## src/include/epmc_defs.vh

```
`ifndef EPMC_DEFS_VH
`define EPMC_DEFS_VH

// Configured speed encodings
`define EPMC_SPD_DISABLED   4'h0
`define EPMC_SPD_AUTO       4'h1
`define EPMC_SPD_10H        4'h2
`define EPMC_SPD_10F        4'h3
`define EPMC_SPD_100H       4'h4
`define EPMC_SPD_100F       4'h5
`define EPMC_SPD_1GF        4'h6
`define EPMC_SPD_2G5F       4'h7
`define EPMC_SPD_10GF       4'h8

// Current link speed encodings
`define EPMC_LS_NONE        3'h0
`define EPMC_LS_10M         3'h1
`define EPMC_LS_100M        3'h2
`define EPMC_LS_1G          3'h3
`define EPMC_LS_2G5         3'h4
`define EPMC_LS_5G          3'h5
`define EPMC_LS_10G         3'h6

// Advertise bit positions: speed mask 10M..10G at bits 0..5
`define EPMC_ADV_SPD_ALL    6'h3f
`define EPMC_ADV_DPX_ALL    2'h3
`define EPMC_DPX_FDX_BIT    0
`define EPMC_DPX_HDX_BIT    1

`define EPMC_PFC_PRIO_ALL   8'hff
`define EPMC_MFS_MIN        14'h05ee
`define EPMC_MFS_MAX        14'h2748
`define EPMC_MFS_RST        14'h2800
`define EPMC_COLL_LIMIT     5'h10
`define EPMC_LEN_TYPE_MAX   16'h05ff

`endif

```

## src/hdl/epmc_port.v

```verilog
// Function
// - Disabled speed setting stops all port operation.
// - Automatic mode negotiates and picks highest common speed.
// - Forced modes 10/100 half or full, 1G/2.5G/10G full only.
// - Negotiation advertises only configured duplexes; default advertises all.
// - Negotiation advertises only selected speeds; default advertises all.
// - Flow control advertised in auto mode, applied directly in forced full-duplex modes only.
// - Report pause obey and pause transmit following last negotiation.
// - Priority flow control pauses only the configured priorities.
// - PFC not negotiated; PFC disables pause advertisement and tx_pause, auto-mode fc_tx_pause keeps its last negotiated value.
// - Discard mode drops frame after 16 collisions.
// - Restart mode restarts backoff after 16 collisions instead.
// - Length/type 1535 or less is length, larger is type.
// - Length check on drops payload under 1536 with mismatched length.
// - Length check off never drops for length mismatch.
// - Length mismatch drops increment no drop counter.
// - Report link state, current speed and warning indication.
// - Forced 10 or 100 megabit modes turn crossover detection off.
`timescale 1ns/1ns
`default_nettype none
`include "epmc_defs.vh"

module epmc_port #(
  parameter CNT_W = 32
) (
  input  wire              clk,
  input  wire              rst_b,
  input  wire              ce,
  // Configuration
  input  wire [3:0]        cfg_speed,
  input  wire [1:0]        cfg_adv_dpx,
  input  wire [5:0]        cfg_adv_spd,
  input  wire              cfg_fc_en,
  input  wire              cfg_pfc_en,
  input  wire [7:0]        cfg_pfc_prio,
  input  wire [13:0]       cfg_max_frame,
  input  wire              cfg_coll_restart,
  input  wire              cfg_len_check,
  // Negotiation engine (pins, synchronised here)
  input  wire              an_done,
  input  wire [5:0]        an_lp_spd,
  input  wire [1:0]        an_lp_dpx,
  input  wire              an_lp_pause,
  input  wire              phy_link,
  // Transmit events from the MAC core
  input  wire              tx_coll,
  input  wire              tx_ok,
  // Receive frame end
  input  wire              rx_end,
  input  wire [15:0]       rx_len_type,
  input  wire [13:0]       rx_payload_len,
  input  wire              rx_err_drop,
  // Pause requests from the partner, per priority and ordinary
  input  wire [7:0]        rx_pfc_req,
  input  wire              rx_pause_req,
  // Outputs
  output reg               port_en,
  output reg  [5:0]        adv_spd,
  output reg  [1:0]        adv_dpx,
  output reg               adv_pause,
  output reg               fc_rx_obey,
  output reg               fc_tx_pause,
  output reg  [7:0]        pfc_pause,
  output reg               tx_pause,
  output reg  [13:0]       max_frame,
  output reg               tx_discard,
  output reg               tx_backoff_restart,
  output reg  [4:0]        coll_cnt,
  output reg               rx_is_type,
  output reg               rx_len_drop,
  output reg  [CNT_W-1:0]  rx_drop_cnt,
  output reg               link_up,
  output reg  [2:0]        link_speed,
  output reg               link_fdx,
  output reg               warning,
  output reg               mdix_auto_en
);

////////////////////////////////////////////////////////////////////////////////
// Helpers

  function forced_mode;
    input [3:0] s;
    begin
      forced_mode = (s >= `EPMC_SPD_10H) && (s <= `EPMC_SPD_10GF);
    end
  endfunction

  function [2:0] forced_speed;
    input [3:0] s;
    begin
      case (s)
        `EPMC_SPD_10H, `EPMC_SPD_10F:   forced_speed = `EPMC_LS_10M;
        `EPMC_SPD_100H, `EPMC_SPD_100F: forced_speed = `EPMC_LS_100M;
        `EPMC_SPD_1GF:                  forced_speed = `EPMC_LS_1G;
        `EPMC_SPD_2G5F:                 forced_speed = `EPMC_LS_2G5;
        `EPMC_SPD_10GF:                 forced_speed = `EPMC_LS_10G;
        default:                        forced_speed = `EPMC_LS_NONE;
      endcase
    end
  endfunction

  // Highest set bit of a speed mask, mapped to link speed code
  function [2:0] top_speed;
    input [5:0] m;
    integer i;
    begin
      top_speed = `EPMC_LS_NONE;
      for (i = 0; i < 6; i = i + 1)
        if (m[i])
          top_speed = i[2:0] + 3'h1;
    end
  endfunction

////////////////////////////////////////////////////////////////////////////////
// Synchronisers for pin inputs

  reg  [10:0] sync1_reg;
  reg  [10:0] sync2_reg;
  wire [10:0] pin_raw = {phy_link, an_lp_pause, an_lp_dpx, an_lp_spd, an_done};

  always @(posedge clk)
  begin
    if (!rst_b)
    begin
      sync1_reg <= 11'h000;
      sync2_reg <= 11'h000;
    end
    else if (ce)
    begin
      sync1_reg <= pin_raw;
      sync2_reg <= sync1_reg;
    end
  end

  wire       s_link    = sync2_reg[10];
  wire       s_lp_paus = sync2_reg[9];
  wire [1:0] s_lp_dpx  = sync2_reg[8:7];
  wire [5:0] s_lp_spd  = sync2_reg[6:1];
  wire       s_an_done = sync2_reg[0];

////////////////////////////////////////////////////////////////////////////////
// Configuration decode

  wire is_disabled = (cfg_speed == `EPMC_SPD_DISABLED);
  wire is_auto     = (cfg_speed == `EPMC_SPD_AUTO);
  wire is_forced   = forced_mode(cfg_speed);
  wire forced_hdx  = (cfg_speed == `EPMC_SPD_10H) || (cfg_speed == `EPMC_SPD_100H);
  // PFC wins a conflicting request; ordinary pause is then held off
  wire fc_allowed  = cfg_fc_en && !cfg_pfc_en;
  // Keep frame size inside its legal window rather than rejecting
  wire [13:0] mfs_clamped = (cfg_max_frame < `EPMC_MFS_MIN) ? `EPMC_MFS_MIN :
                            (cfg_max_frame > `EPMC_MFS_MAX) ? `EPMC_MFS_MAX :
                            cfg_max_frame;
  wire [5:0] common_spd = adv_spd & s_lp_spd;
  wire [1:0] common_dpx = adv_dpx & s_lp_dpx;
  reg        an_done_d_reg;
  wire       an_rise    = s_an_done && !an_done_d_reg;

////////////////////////////////////////////////////////////////////////////////
// Link, advertisement and flow control state

  always @(posedge clk)
  begin
    if (!rst_b)
    begin
      port_en       <= 1'b0;
      adv_spd       <= `EPMC_ADV_SPD_ALL;
      adv_dpx       <= `EPMC_ADV_DPX_ALL;
      adv_pause     <= 1'b0;
      fc_rx_obey    <= 1'b0;
      fc_tx_pause   <= 1'b0;
      max_frame     <= `EPMC_MFS_MAX;
      link_up       <= 1'b0;
      link_speed    <= `EPMC_LS_NONE;
      link_fdx      <= 1'b0;
      warning       <= 1'b0;
      mdix_auto_en  <= 1'b1;
      an_done_d_reg <= 1'b0;
    end
    else if (ce)
    begin
      an_done_d_reg <= s_an_done;
      port_en       <= !is_disabled;
      max_frame     <= mfs_clamped;
      adv_spd       <= cfg_adv_spd;
      adv_dpx       <= cfg_adv_dpx;
      adv_pause     <= is_auto && fc_allowed;
      mdix_auto_en  <= !(is_forced && (forced_speed(cfg_speed) <= `EPMC_LS_100M));
      warning       <= (cfg_max_frame != mfs_clamped) || (cfg_fc_en && cfg_pfc_en)
                       || (is_auto && s_an_done && common_spd == 6'h00);
      if (is_disabled || !s_link)
      begin
        link_up    <= 1'b0;
        link_speed <= `EPMC_LS_NONE;
        link_fdx   <= 1'b0;
        if (is_disabled)
        begin
          fc_rx_obey  <= 1'b0;
          fc_tx_pause <= 1'b0;
        end
      end
      else if (is_forced)
      begin
        link_up     <= 1'b1;
        link_speed  <= forced_speed(cfg_speed);
        link_fdx    <= !forced_hdx;
        fc_rx_obey  <= fc_allowed && !forced_hdx;
        fc_tx_pause <= fc_allowed && !forced_hdx;
      end
      else if (s_an_done)
      begin
        link_up    <= (common_spd != 6'h00);
        link_speed <= top_speed(common_spd);
        link_fdx   <= common_dpx[`EPMC_DPX_FDX_BIT];
        if (an_rise)
        begin
          // Pause result frozen until the next negotiation completes
          fc_rx_obey  <= adv_pause && s_lp_paus && common_dpx[`EPMC_DPX_FDX_BIT];
          fc_tx_pause <= adv_pause && s_lp_paus && common_dpx[`EPMC_DPX_FDX_BIT];
        end
      end
      else
        link_up <= 1'b0;
    end
  end

////////////////////////////////////////////////////////////////////////////////
// Pause application

  always @(posedge clk)
  begin
    if (!rst_b)
    begin
      pfc_pause <= 8'h00;
      tx_pause  <= 1'b0;
    end
    else if (ce)
    begin
      pfc_pause <= (port_en && cfg_pfc_en) ? (rx_pfc_req & cfg_pfc_prio) : 8'h00;
      tx_pause  <= port_en && fc_rx_obey && !cfg_pfc_en && rx_pause_req;
    end
  end

////////////////////////////////////////////////////////////////////////////////
// Excessive collision handling

  wire coll_hit = port_en && tx_coll && (coll_cnt == `EPMC_COLL_LIMIT - 5'h01);

  always @(posedge clk)
  begin
    if (!rst_b)
    begin
      coll_cnt           <= 5'h00;
      tx_discard         <= 1'b0;
      tx_backoff_restart <= 1'b0;
    end
    else if (ce)
    begin
      tx_discard         <= coll_hit && !cfg_coll_restart;
      tx_backoff_restart <= coll_hit && cfg_coll_restart;
      if (!port_en || tx_ok || coll_hit)
        coll_cnt <= 5'h00;
      else if (tx_coll)
        coll_cnt <= coll_cnt + 5'h01;
    end
  end

////////////////////////////////////////////////////////////////////////////////
// Receive length check

  wire len_is_len = (rx_len_type <= `EPMC_LEN_TYPE_MAX);
  wire len_bad    = cfg_len_check && len_is_len
                    && (rx_payload_len <= `EPMC_LEN_TYPE_MAX)
                    && (rx_len_type != {2'b00, rx_payload_len});

  always @(posedge clk)
  begin
    if (!rst_b)
    begin
      rx_is_type  <= 1'b0;
      rx_len_drop <= 1'b0;
      rx_drop_cnt <= {CNT_W{1'b0}};
    end
    else if (ce)
    begin
      rx_len_drop <= port_en && rx_end && len_bad;
      if (port_en && rx_end)
        rx_is_type <= !len_is_len;
      // Length drops are silent; only other drops count
      if (port_en && rx_end && rx_err_drop && !len_bad)
        rx_drop_cnt <= rx_drop_cnt + {{(CNT_W-1){1'b0}}, 1'b1};
    end
  end

endmodule

`default_nettype wire

```

## config.mk

```make
export PLATFORM = sky130hd
export DESIGN_NAME = epmc_port
export DESIGN_NICKNAME = d
export VERILOG_FILES = /design/src/hdl/epmc_port.v
export VERILOG_INCLUDE_DIRS = /design/src /design/src/include
export SDC_FILE = /design/constraint.sdc
export NUM_CORES = 1
export LEC_CHECK = 0
export ABC_CLOCK_PERIOD_IN_PS = 2000
export CAP_MARGIN = 15
export CORE_ASPECT_RATIO = 1.4
export CORE_MARGIN = 1.5
export CORE_UTILIZATION = 35
export DETAILED_ROUTE_END_ITERATION = 10
export DONT_BUFFER_PORTS = 1
export GPL_TIMING_DRIVEN = 0
export PLACE_DENSITY = 0.57
export SETUP_SLACK_MARGIN = 0.5
export SYNTH_ARGS = -nofsm -noshare
export SYNTH_HDL_FRONTEND = slang
export SYNTH_SLANG_ARGS = --single-unit
```

## constraint.sdc

```tcl
create_clock -name clk -period 2 [get_ports clk]
set_input_delay 0.3 -clock clk [delete_from_list [all_inputs] [get_ports clk]]
set_output_delay 0.3 -clock clk [all_outputs]
set_load 0.05 [all_outputs]
```

==> results of run 1 <==
[cell type report]
type / instances / area (µm²)
fillers: 1281 / 7130
multi-input cells: 413 / 2940
flip-flops and latches: 103 / 2180
repair buffers: 32 / 369
plain buffers: 38 / 293
clock buffers: 10 / 229
well taps: 182 / 228
clock inverters: 6 / 48.8
inverters: 11 / 41.3
[power by group through the flow]
stage / Combinational [mW] / Sequential [mW] / Clock, mW
final: 0.328 / 2.26 / 1.68
after global routing: 0.368 / 2.27 / 1.82
after CTS: 0.324 / 2.26 / 1.72
after detailed placement: 0.312 / 2.31 / 0
after global placement: 0.305 / 2.31 / 0
after floorplan: 0.244 / 2.29 / 0
[metrics by stage]
stage	utilization [%]	std cells	worst slack, ns
2_1_floorplan	-	564	-0.0536
3_3_place_gp	39.1	746	-0.390
3_5_place_dp	39.1	746	-0.429
4_1_cts	43.8	778	-0.179
5_1_grt	47.0	795	-0.247
6_report	47.0	795	-0.155
[path summary, 6_finish.rpt]
kind	cells past startpoint	start	to
hold / removal	1	cfg_max_frame[8]	max_frame[8]
hold reg to reg	2	sync2_reg[5]	sync2_reg[5]
setup reg to reg	7	rx_drop_cnt[7]	rx_drop_cnt[31]
setup / recovery	7	rx_drop_cnt[7]	rx_drop_cnt[31]
[cell families after synthesis]
kind of cell	after synthesis	synth area share, %
AO/OA/AOI/OAI	134	17.7
flip-flops	103	42.5
buffers and inverters	49	4.46
multiplexers	34	7.01
AND/OR/NAND/NOR	223	24.4
adder cells (fa/ha/maj)	3	0.773
XOR/XNOR	18	3.25
[cell usage after synthesis, types with 2 or more instances]
| library cell | instances |
|---|---|
| dfxtp_1 | 103 |
| nand2_1 | 56 |
| nor2_1 | 55 |
| a21oi_1 | 53 |
| mux2i_1 | 34 |
| clkbuf_1 | 28 |
| o31ai_1 | 22 |
| or4_1 | 22 |
| nand3_1 | 18 |
| o21ai_0 | 15 |
| nand4_1 | 14 |
| and3_1 | 11 |
| inv_1 | 11 |
| or3_1 | 11 |
| xnor2_1 | 10 |
| a32oi_1 | 9 |
| xor2_1 | 8 |
| nand2b_1 | 6 |
| and2_1 | 5 |
| o211ai_1 | 5 |
| nor3_1 | 4 |
| o21ai_1 | 4 |
| o22a_1 | 4 |
| a211oi_1 | 3 |
| and4_1 | 3 |
| buf_1 | 3 |
| buf_6 | 3 |
| ha_1 | 3 |
| nor4_1 | 3 |
| o22ai_1 | 3 |
| or2_2 | 3 |
| a22oi_1 | 2 |
| a31oi_1 | 2 |
| buf_2 | 2 |
| buf_4 | 2 |
| nand4b_1 | 2 |
| nor4b_1 | 2 |
[timing repair]
| item | 4_1_cts | 5_1_grt |
|---|---|---|
| resized for setup | 62 | 65 |
| hold endpoints to repair | 0 | 0 |
| pin swaps | 35 | 28 |
| buffers inserted | 14 | 12 |
| cloned | 2 | 5 |
| setup endpoints to repair | 81 | 49 |
[metal layers]
layer  share of wire (%)  GRT usage, %  wire (µm)  vias to the layer above
met5                   0             0          0                        -
met4                 3.2          7.64        497                        0
met3                 6.6          5.80       1030                       40
met2                  55          38.6       8630                      175
met1                  35          20.9       5540                     2215
li1                    -             -          -                     2167
==> results.cfg, run 1 <==
[place]
port_buffers = 0
dpl.hpwl_mm = 11.2
routabilityCongestion = 0.883
placed_cell_area_um2 = 5260

[critical_path]
cp_max_fo = 6
worstPathCellList = nand4_4, nor4_4, buf_4, nand4_1, or2_4, or4_4, a21oi_2
required_ns = 2.27
cp-end-kind = flop
crit_family = simple AND/OR/NAND/NOR gates
cpMaxStageDelayCell = dfxtp_4
crit_buf_inv = 1
critPathKind = reg2reg
start_kind = flop
max_stage_delay_ns = 0.49
arrival_ns = 2.43
ff2ff_setup_slack_ns = -0.16

[run_status]
status = finished, violations left
violations = setup timing

[floorplanning]
std_cell_rows = 50
io_pins = 178
die_w_um = 103
die_y_um = 142
initial_utilization_pct = 36.1
core_um2 = 13500
dieArea_um2 = 14600

[grt]
grt_overflow = 0
grt_usage_pct = 20.5
grt_pass1_vias = 4558
grt_pass1_wl_mm = 23.2
antenna_found_initial = 0
grt_max_degree = 19

[sta]
tightest_slew_ns = 0.756
fin_skew_ns = 0.0101
setup_viol = 17
layout_min_cycle_time_ns = 2.16
setup_ws_ns = -0.155
finalHoldWorstSlack_ns = 0.0744
hold_viol = 0
max_clock_freq_mhz = 464
rsz0062_at_grt = true
max_slew_margin_pct = 49.6
setup_tns_ns = -0.868
period_share_pct = 108
slew_viol_final = 0

[clock_tree]
clockBufferDepth = 2
cts.clk_slew.worst_paths_ns = 0.07
cts_tree = yes
cts_made_buffers = 9
clock-sinks = 103
cts_hold_buffers = 0
cts-root-buf = clkbuf_16
htreeDepth = 3
clkLatencyLatePin_ns = 0.34

[yosys]
synth.top_cell.area_share_pct = 42.5
syn_inst = 564
ys_types = 57
avgSynthCellArea_um2 = 8.61
synthesis.nets = 662
ys_ff_latch = 103
synth.cell_area_um2 = 4860
synth-edff-count = 0
yosys_warnings = 0
synthArstFlopShare_pct = 0
yosysSeqAreaShare_pct = 42.5
synth_area_leaders = dfxtp_1, mux2i_1, a21oi_1
synth.largest_area_cell = dfxtp_1
synth-main-ff-cell = dfxtp_1

[finish]
largest_reg_flops = 32
final_cell_area_um2 = 6320
drive_above_1_share_pct = 30.2
top_register = rx_drop_cnt
reg_top3 = rx_drop_cnt (32), max_frame (14)
final_cell_mix = dfxtp_1, nand2_1, nor2_1
final_net_count = 706
diodes = 0
layout_commonest_cell = dfxtp_1
synthToLayoutAreaGrowth_pct = 30.3

[worst_hold_path]
hold_path_class = in2reg

[route]
vias_per_cell = 5.78
routedWlPerCell_um = 19.8
drt_iter0_drc = 176
finalWirelength_mm = 15.7
remaining_drc_errors = 0
detail_route.first_pass.iterations = 4
num_vias = 4597
antenna_left = 0

[pwr]
p_leak_nw = 2.27
vdd_drop_max_uv = 477
combinationalPowerShare_pct = 7.7
p_sw_mw = 1.19
powerDensity_nw_per_um2 = 675
p_int_mw = 3.08
switching_share_pct = 27.9
power.total_mw = 4.27
pwr-share-clk_pct = 39.4
power_frac_seq_pct = 52.9

[job]
maxCapViolCount = 0
No activity file was read; power rests on OpenSTA's default activity.
==> inputs of run 2 (changes only) <==
Settings changed: REMOVE_ABC_BUFFERS set to 1.
==> run 2 against run 1 <==
Net effect: the run still ends with setup timing left; non-clock buffer count down 40; register-to-register slack better by 0.05 ns; cell count down 4.0%; utilization down 1.3 points; worst setup slack better by 0.052 ns; worst hold slack worse by 0.056 ns; clock-buffer cell count down 1; largest cell class unchanged; largest power group unchanged; highest routed layer unchanged.
==> results.cfg, run 2 (synthesized netlist as in run 1, its figures left out) <==
[floorplanning]
die_y_um = 142
dieArea_um2 = 14600
initial_utilization_pct = 36.1
std_cell_rows = 50
core_um2 = 13500
io_pins = 178
die_w_um = 103

[worst_hold_path]
hold_path_class = in2reg
min_from = rst_b
min_path_cells = 1

[grt]
grt_usage_pct = 20.5
antenna_found_initial = 0
grt_pass1_wl_mm = 23.1
grtUsageMet2_pct = 37.1
grt_use_met3_pct = 7.22
busiest_layer = met2
grt_overflow = 0
grt_max_degree = 52
grtUsageMet1_pct = 20.4
grt_pass1_vias = 4489

[finish]
final_cell_mix = dfxtp_1, nand2_1, nor2_1
fin_util_pct = 45.7
reg_top3 = rx_drop_cnt (32), max_frame (14)
largest_reg_flops = 32
diodes = 0
final_cell_area_um2 = 6150
layout_commonest_cell = dfxtp_1
synthToLayoutAreaGrowth_pct = 26.6
final_cells = 763
top_register = rx_drop_cnt
final_net_count = 674
drive_above_1_share_pct = 26.3

[sta]
period_share_pct = 105
fin_skew_ns = 0.00647
slew_viol_final = 0
setup_viol = 11
max_slew_margin_pct = 20.6
finalHoldWorstSlack_ns = 0.0189
max_clock_freq_mhz = 475
rsz0062_at_grt = true
hold_viol = 0
setup_ws_ns = -0.103
layout_min_cycle_time_ns = 2.10
tightest_slew_ns = 1.19
setup_tns_ns = -0.526

[pwr]
power_frac_seq_pct = 50.1
combinationalPowerShare_pct = 6.7
powerDensity_nw_per_um2 = 733
p_int_mw = 3.33
pwr-share-clk_pct = 43.2
vdd_drop_max_uv = 432
p_sw_mw = 1.17
switching_share_pct = 26.0
p_leak_nw = 2.12

[critical_path]
reg2regPathDepth = 6
cp_max_fo = 8
endpoint = rx_drop_cnt[31]
ff2ff_setup_slack_ns = -0.10
critPathKind = reg2reg
start_kind = flop
arrival_ns = 2.37
cp-end-kind = flop
reg2reg_to = rx_drop_cnt[31]
required_ns = 2.27
startpoint = rx_drop_cnt[5]
rr_startpoint = rx_drop_cnt[5]

[run_status]
status = finished, violations left
violations = setup timing

[route]
antenna_left = 0
vias_per_cell = 5.95
num_vias = 4542
routedWlPerCell_um = 20.2
remaining_drc_errors = 0
drt_iter0_drc = 151
detail_route.first_pass.iterations = 4
finalWirelength_mm = 15.4

[clock_tree]
cts_made_buffers = 9
cts_tree = yes
cts.clk_slew.worst_paths_ns = 0.08
cts-root-buf = clkbuf_16
clkLatencyLatePin_ns = 0.34
clockBufferDepth = 2
clock-sinks = 103
htreeDepth = 3

[place]
routabilityCongestion = 0.765
dp_cells = 709
port_buffers = 0
placed_cell_area_um2 = 4930
dpl.hpwl_mm = 9.10

[job]
maxCapViolCount = 0
==> run 2: layout make-up <==
class,count,area (µm²)
Timing Repair inverter,1,5.00
Fill cell,1310,7300
Timing Repair Buffer,30,334
Clock buffer,9,225
Inverter,11,45.0
Multi-Input combinational cell,420,3030
Sequential cell,103,2180
Clock inverter,7,105
Tap cell,182,228
==> run 2: worst max-delay path, stage by stage (launching register included) <==
cell and delay [ns]:
dfxtp_4 0.50, nand4_4 0.15, nor4_4 0.36, nand4_1 0.18, or2_4 0.30, or4_1 0.40
a21oi_1 0.14
==> run 2: power groups by stage <==
stage,clock network [mW],registers (mW),logic (mW)
global route,2.08,2.26,0.332
finish,1.95,2.26,0.302
detailed placement,0,2.33,0.240
CTS,1.99,2.26,0.290
global placement,0,2.33,0.228
floorplan,0,2.31,0.193
==> run 2: how the worst min path moves through the flow <==
| stage | endpoint | slack (ns) |
|---|---|---|
| floorplan | adv_dpx[0] | 0.36 |
| global placement | adv_spd[2] | 0.37 |
| detailed placement | adv_spd[1] | 0.37 |
| CTS | adv_spd[5] | 0.003 |
| global route | adv_spd[3] | 0.0005 |
| finish | adv_spd[5] | 0.02 |
==> run 2: through the flow <==
stage               power, mW  setup slack [ns]
floorplan                2.51            -0.669
global placement         2.56             -1.48
detailed placement       2.57             -1.48
CTS                      4.54           -0.0833
global route             4.68            -0.162
finish                   4.50            -0.103
==> run 2: per-layer routing <==
metal  share of wire [%]  wire length (µm)  vias up
met5                   0                 0        -
met4                 2.5               391        0
met1                  36              5530     2197
met2                  53              8230      183
li1                    -                 -     2129
met3                 8.1              1240       33
==> run 2: timing repair <==
action / in CTS / in global routing
resized for setup: 121 / 34
pin swaps: 51 / 20
hold buffers: 0 / 1
setup endpoints to repair: 65 / 54
buffers inserted: 15 / 12
endpoints found under the hold margin: 0 / 1
cloned: 10 / 0
